==> config.mk <==
export PLATFORM = sky130hd
export DESIGN_NAME = sdaa_core
export DESIGN_NICKNAME = d
export VERILOG_FILES = /design/src/sdaa_pkg.sv /design/src/sdaa_core.sv /design/src/sdaa_match.sv
export VERILOG_INCLUDE_DIRS = /design/src /design/src/src
export SDC_FILE = /design/constraint.sdc
export NUM_CORES = 1
export LEC_CHECK = 0
export BUFFER_PORTS_ARGS = -buffer_cell sky130_fd_sc_hd__buf_2
export CAP_MARGIN = 0
export CORE_AREA = 2 2 39 41
export CTS_BUF_LIST = sky130_fd_sc_hd__clkbuf_4 sky130_fd_sc_hd__clkbuf_8
export CTS_CLUSTER_SIZE = 14
export DETAILED_ROUTE_END_ITERATION = 6
export DIE_AREA = 0 0 41 43
export GPL_TIMING_DRIVEN = 0
export PLACE_DENSITY = 0.67
export SYNTH_ARGS = -nofsm -noshare
export SYNTH_HDL_FRONTEND = slang
export SYNTH_SLANG_ARGS = --single-unit
==> constraint.sdc <==
create_clock -name clock_i -period 1.9 [get_ports clock_i]
set_input_delay 0.095 -clock clock_i [delete_from_list [all_inputs] [get_ports clock_i]]
set_output_delay 0.095 -clock clock_i [all_outputs]
set_load 0.02 [all_outputs]
==> src/sdaa_params.svh <==
// Constants for the address-assignment sequencer of the gate driver.
// Assumes inclusion by bare name; definitions only.
`ifndef SDAA_PARAMS_SVH
`define SDAA_PARAMS_SVH

// Width of the assigned device address field
`define SDAA_ADDR_W 4
// Lowest and highest individual address
`define SDAA_ADDR_MIN 4'h1
`define SDAA_ADDR_MAX 4'hE
// Broadcast address answered by every device
`define SDAA_ADDR_BCAST 4'hF
// Address held after reset, before any assignment
`define SDAA_ADDR_RESET 4'h0

`endif

==> src/sdaa_pkg.sv <==
// Types shared by the address-assignment sequencer.
// Assumes the params header is compiled with it.
package sdaa_pkg;
	// Configuration states of the device
	typedef enum logic [1:0] {
		SDAA_STARTUP,
		SDAA_CONFIG1,
		SDAA_CONFIG2
	} sdaa_state_t;
endpackage

==> src/sdaa_core.sv <==
// Address-assignment sequencer of a gate driver on a shared SPI bus.
// Assumes an SPI front end decodes frames into one-cycle command pulses.
//
// Behaviour
// - Individual addresses one to fourteen accepted
// - Address fifteen is broadcast, all respond
// - Fault indicators high on entering first configuration
// - Address assignment only in first configuration
// - Noninverting PWM input high qualifies address write
// - Accepted write stores address in assigned field
// - Broadcast advance command locks address, enters second
`timescale 1ns/1ps
`include "sdaa_params.svh"

module sdaa_core (
	input wire logic clock_i,
	input wire logic rst_i,
	input wire logic startup_done_i,
	input wire logic startup_fault_i,
	input wire logic pwm_noninv_i,
	input wire logic write_address_command_i,
	input wire logic cfg_advance_cmd_i,
	input wire logic [3:0] frame_addr_i,
	input wire logic [3:0] cmd_addr_data_i,
	output logic [3:0] assigned_device_address_o,
	output logic addr_locked_o,
	output logic [1:0] fault_indicator_outputs_o,
	output logic config2_o,
	output logic frame_hit_o
);
	// Current and next configuration state
	sdaa_pkg::sdaa_state_t state, next_state;
	// Assigned device address field, four bits wide
	logic [`SDAA_ADDR_W-1:0] addr, next_addr;
	// Set once by the broadcast advance, cleared only by reset
	logic locked, next_locked;
	// Both fault indicator outputs, low until first configuration
	logic [1:0] flt, next_flt;
	// Registered answer: a command one cycle ago addressed this device
	logic hit_q, next_hit_q;
	// Registered copy of the second-configuration state, so the pin is a flop
	logic cfg2, next_cfg2;
	// Combinational match results
	logic hit, bcast;

	// Valid individual address; zero and broadcast are refused
	// A function so that the next-state logic and the checks agree
	function automatic logic addr_legal(input logic [3:0] a);
		addr_legal = (a >= `SDAA_ADDR_MIN) && (a <= `SDAA_ADDR_MAX);
	endfunction

	// Own-or-broadcast match, kept apart so the compare logic stays small
	sdaa_match i_sdaa_match (
		.frame_addr_i(frame_addr_i),
		.own_addr_i(addr),
		.hit_o(hit),
		.bcast_o(bcast)
	);

	// Next-state computation for the whole sequencer
	// State, address, lock and indicators default to the present value, so no path infers a latch
	always_comb begin
		next_state = state;
		next_addr = addr;
		next_locked = locked;
		next_flt = flt;
		// The answer pulse follows any matching command, in any state
		next_hit_q = (write_address_command_i || cfg_advance_cmd_i) && hit;
		case (state)
			sdaa_pkg::SDAA_STARTUP: begin
				// Fault during startup keeps indicators low, no addressing
				if (startup_done_i && !startup_fault_i) begin
					next_state = sdaa_pkg::SDAA_CONFIG1;
					// Both indicators rise together to mark the new state
					next_flt = 2'h3;
				end
			end
			sdaa_pkg::SDAA_CONFIG1: begin
				// Write taken only with PWM high; a broadcast write is honoured
				// since every device answers it, host must avoid on shared bus
				if (write_address_command_i && pwm_noninv_i && hit
						&& addr_legal(cmd_addr_data_i)) begin
					next_addr = cmd_addr_data_i;
				end
				// Advance only on broadcast; individual advance ignored
				if (cfg_advance_cmd_i && bcast) begin
					// Lock and state change in one edge, so no write slips between
					next_locked = 1'h1;
					next_state = sdaa_pkg::SDAA_CONFIG2;
				end
			end
			sdaa_pkg::SDAA_CONFIG2: begin
				// Address frozen; further writes ignored until reset
				next_state = state;
			end
			default: begin
				// Unused encoding: fall back to startup rather than hang
				next_state = sdaa_pkg::SDAA_STARTUP;
			end
		endcase
		// Output flag tracks the state that follows this edge
		next_cfg2 = (next_state == sdaa_pkg::SDAA_CONFIG2);
	end

	// Register stage, synchronous reset
	// Only this process writes the state; the block above only computes
	always_ff @(posedge clock_i) begin
		if (rst_i) begin
			// Constant reset values, so every output starts low
			state <= sdaa_pkg::SDAA_STARTUP;
			addr <= `SDAA_ADDR_RESET;
			locked <= 1'h0;
			flt <= 2'h0;
			hit_q <= 1'h0;
			cfg2 <= 1'h0;
		end else begin
			// Normal operation: take the computed next values
			state <= next_state;
			addr <= next_addr;
			locked <= next_locked;
			flt <= next_flt;
			hit_q <= next_hit_q;
			cfg2 <= next_cfg2;
		end
	end

	// Outputs straight from flip-flops
	// Plain copies of registers; no logic between flop and pin
	always_comb begin
		assigned_device_address_o = addr;
		addr_locked_o = locked;
		fault_indicator_outputs_o = flt;
		config2_o = cfg2;
		frame_hit_o = hit_q;
	end
endmodule

==> src/sdaa_match.sv <==
// Address match for one decoded command frame.
// Assumes the frame's address field is stable while a command pulse is high.
`timescale 1ns/1ps
`include "sdaa_params.svh"

module sdaa_match (
	input wire logic [3:0] frame_addr_i,
	input wire logic [3:0] own_addr_i,
	output logic hit_o,
	output logic bcast_o
);
	// Broadcast hits all devices whatever they hold
	always_comb begin
		bcast_o = (frame_addr_i == `SDAA_ADDR_BCAST);
		hit_o = bcast_o || (frame_addr_i == own_addr_i);
	end
endmodule

==> summary.md <==
| Metric | Value |
|---|---|
| Outcome | complete, no violations |
| GPL Wtd Cong | 0.786 |
| Core area | 1380 um^2 |
| Crit-path max FO | 4 |
| Final #Nets | 93 |
| GR Util met1 | 16.7% |
| Synth area leaders | dfxtp_1 42%, nand2b_1 9.1%, mux2i_1 8.3%, xnor2_1 7.3%, a21oi_1 4.2% |
| Startpoint Class | flop |
| Syn Inst Count | 50 |
| Max Cap Viol | 0 |
| Ant. Diodes | 0 |
| Placement Cell Area | 617 um^2 |
| Post-Syn Nets | 65 |
| Netlist cell types | 21 |
| CP Class | flop to flop |
| Detailed-route via count | 449 |
| Met3 Resource Use GR | 1.57% |
| Crit path time final | 1350 ps |
| Worst-path clk slew | 70 ps |
| Final wirelength | 1.05 mm |
| All-Layer GR Usage | 14.4% |
| Endpoints failing setup | 0 |
| Number of core rows | 14 |
| Hold crit path type | input pin to flop |
| Vias per cell | 4.83 |
| Hold buffers post-CTS | 0 |
| Top Usage Layer GRT | met2 |
| RSZ-0062 raised after global routing | no |
| VDD IR max | 0.305 mV |
| Max Buffers Root-to-Sink | 2 |
| Post-synth top cells | 10 x dfxtp_1, 7 x nand2b_1, 4 x a21oi_1, 4 x mux2i_1, 4 x xnor2_1 |
| Worst endpoint required time | 2100 ps |
| Power Density | 718 nW/um^2 |
| Post-route DRC | 0 |
| Final hold viol count | 0 |
| Synthesized area | 482 um^2 |
| Actual slew at the worst max-slew pin | 511 ps |
| Met2 Track Usage GR | 21.3% |
| Post-synth ARST share | 0% |
| Chip Height | 43 um |
| Clock latency at the later pin of the worst-skew pair | 260 ps |
| Seq/Total Area, Yosys | 41.6% |
| Worst Path Arrival | 1540 ps |
| Wirelength per Cell | 11.3 um |
| Number of global-route vias before repair | 432 |
| Setup bufs post-CTS | 0 |
| Leak Pwr | 0.270 nW |
| Cell with the most instances after synthesis | dfxtp_1 |
| Max_slew headroom | 65.6% |
| Detailed Place HPWL | 817 um |
| Initial antenna violation count | 0 |
| Initial core utilization | 34.8% |
| Number of synthesized flops with an enable pin | 0 |
| Fin area | 653 um^2 |
| CTS tree | yes |
| Synth Warn # | 0 |
| GRT overflow | 0 |
| Final worst path period share | 70.9% |
| Synth Register Bits | 10 |
| Post-CTS Resized | 0 |
| Drt pass-1 iters | 2 |
| I/O pin cnt | 24 |
| Fraction of layout cells with a size suffix above 1 | 39.0% |
| CTS Buf Count | 3 |
| Die Area | 1760 um^2 |
| Post-DRT Antenna Nets | 0 |
| Largest net degree at the start of global routing | 11 |
| Worst Setup End Kind | flop |
| Post-route clock skew | 2.11 ps |
| Die X | 41 um |
| Max-slew violation count | 0 |
| Cell taking the most area after synthesis | dfxtp_1 |
| First-pass GRT wire length | 1.65 mm |
| Total clock sinks | 10 |
| Synth-to-layout area growth | 35.6% |
| Yosys top cell area share | 41.6% |
| Clk Tree Root Cell | clkbuf_4 |
| Synthesized area per cell | 9.63 um^2 |
| Ys flop type | dfxtp_1 |
| # port buffers | 23 |
| Setup TNS | 0 ps |
| Starting DRC count in detailed routing | 6 |
| H-tree level count | 1 |
| F_max | 0.742 GHz |
where the power goes:
| part | switching [W] | leakage, nW | internal (W) | total, W |
|---|---|---|---|---|
| Clock | 0.0000776 | 0.0210 | 0.000116 | 0.000194 |
| Sequential | 0.00000324 | 0.0810 | 0.000214 | 0.000217 |
| Combinational | 0.0000298 | 0.168 | 0.0000284 | 0.0000582 |
| Total | 0.000111 | 0.270 | 0.000359 | 0.000469 |
registers in the layout, indices dropped and copies added, names as in the netlist:
signal and cells:
frame_hit_o 1, assigned_device_address_o 4, fault_indicator_outputs_o 1, addr_locked_o 1
state 2, config2_o 1
metal layers:
layer,share of wire (%),up-vias
met5,0,-
met4,2.3,0
met3,3.0,2
met2,54,10
met1,41,206
li1,-,231
final timing paths:
kind | start | endpoint | cells after the start | slack [ps]
setup / recovery | assigned_device_address_o[3] | assigned_device_address_o[0] | 4 | 550
hold / removal | write_address_command_i | frame_hit_o | 3 | 100
hold reg to reg | addr_locked_o | addr_locked_o | 2 | 450
setup reg to reg | assigned_device_address_o[3] | assigned_device_address_o[0] | 4 | 550
worst max-delay path, cell delays in order, from the launching register on:
cell and delay, ps:
dfxtp_1 330, xnor2_1 190, a41oi_2 190, nor3_4 340, mux2i_1 220
placed cells by master (no fill, tap or decap):
cell type,instances
inv_1,1
and4_1,1
buf_4,1
nor3b_1,1
nand2_1,1
nand3_1,1
clkbuf_8,1
clkbuf_4,3
mux2i_1,4
a41oi_2,1
nand2b_1,7
nand4_1,2
nor3_4,1
nor2b_1,1
nor4b_1,1
xnor2_1,4
or2b_1,2
nor2_1,3
dfxtp_1,10
clkbuf_1,1
nor3_1,2
a21oi_1,4
nor4_1,1
buf_2,23
final cells by class:
cell class,count,area [um^2]
fill,141,731
multi-input combinational,37,267
sequential,10,200
timing repair buffer,23,115
clock buffer,4,36.3
tap,16,20.0
buffer,2,11.3
inverter,1,3.75
metrics by stage:
step | hold slack, ps | worst slack, ps | util, % | cells | power (W)
final | 104 | 553 | 47.2 | 93 | 0.000469
after global placement | 382 | 583 | 44.6 | 89 | 0.000279
after floorplan | 250 | 558 | - | 50 | 0.000253
after CTS | 89.2 | 516 | 47.2 | 93 | 0.000478
after detailed placement | 382 | 544 | 44.6 | 89 | 0.000280
after global routing | 106 | 447 | 47.2 | 93 | 0.000495
cell families (layout without fill, tap and decap cells):
family	Yosys count	in the layout	synth area share, %
mux	4	4	8.31
buf+inv	3	30	3.12
flops	10	10	41.6
xor+xnor	4	4	7.27
simple gates	24	24	32.2
compound gates	5	5	7.53
Power figures use the tool's default switching activity.
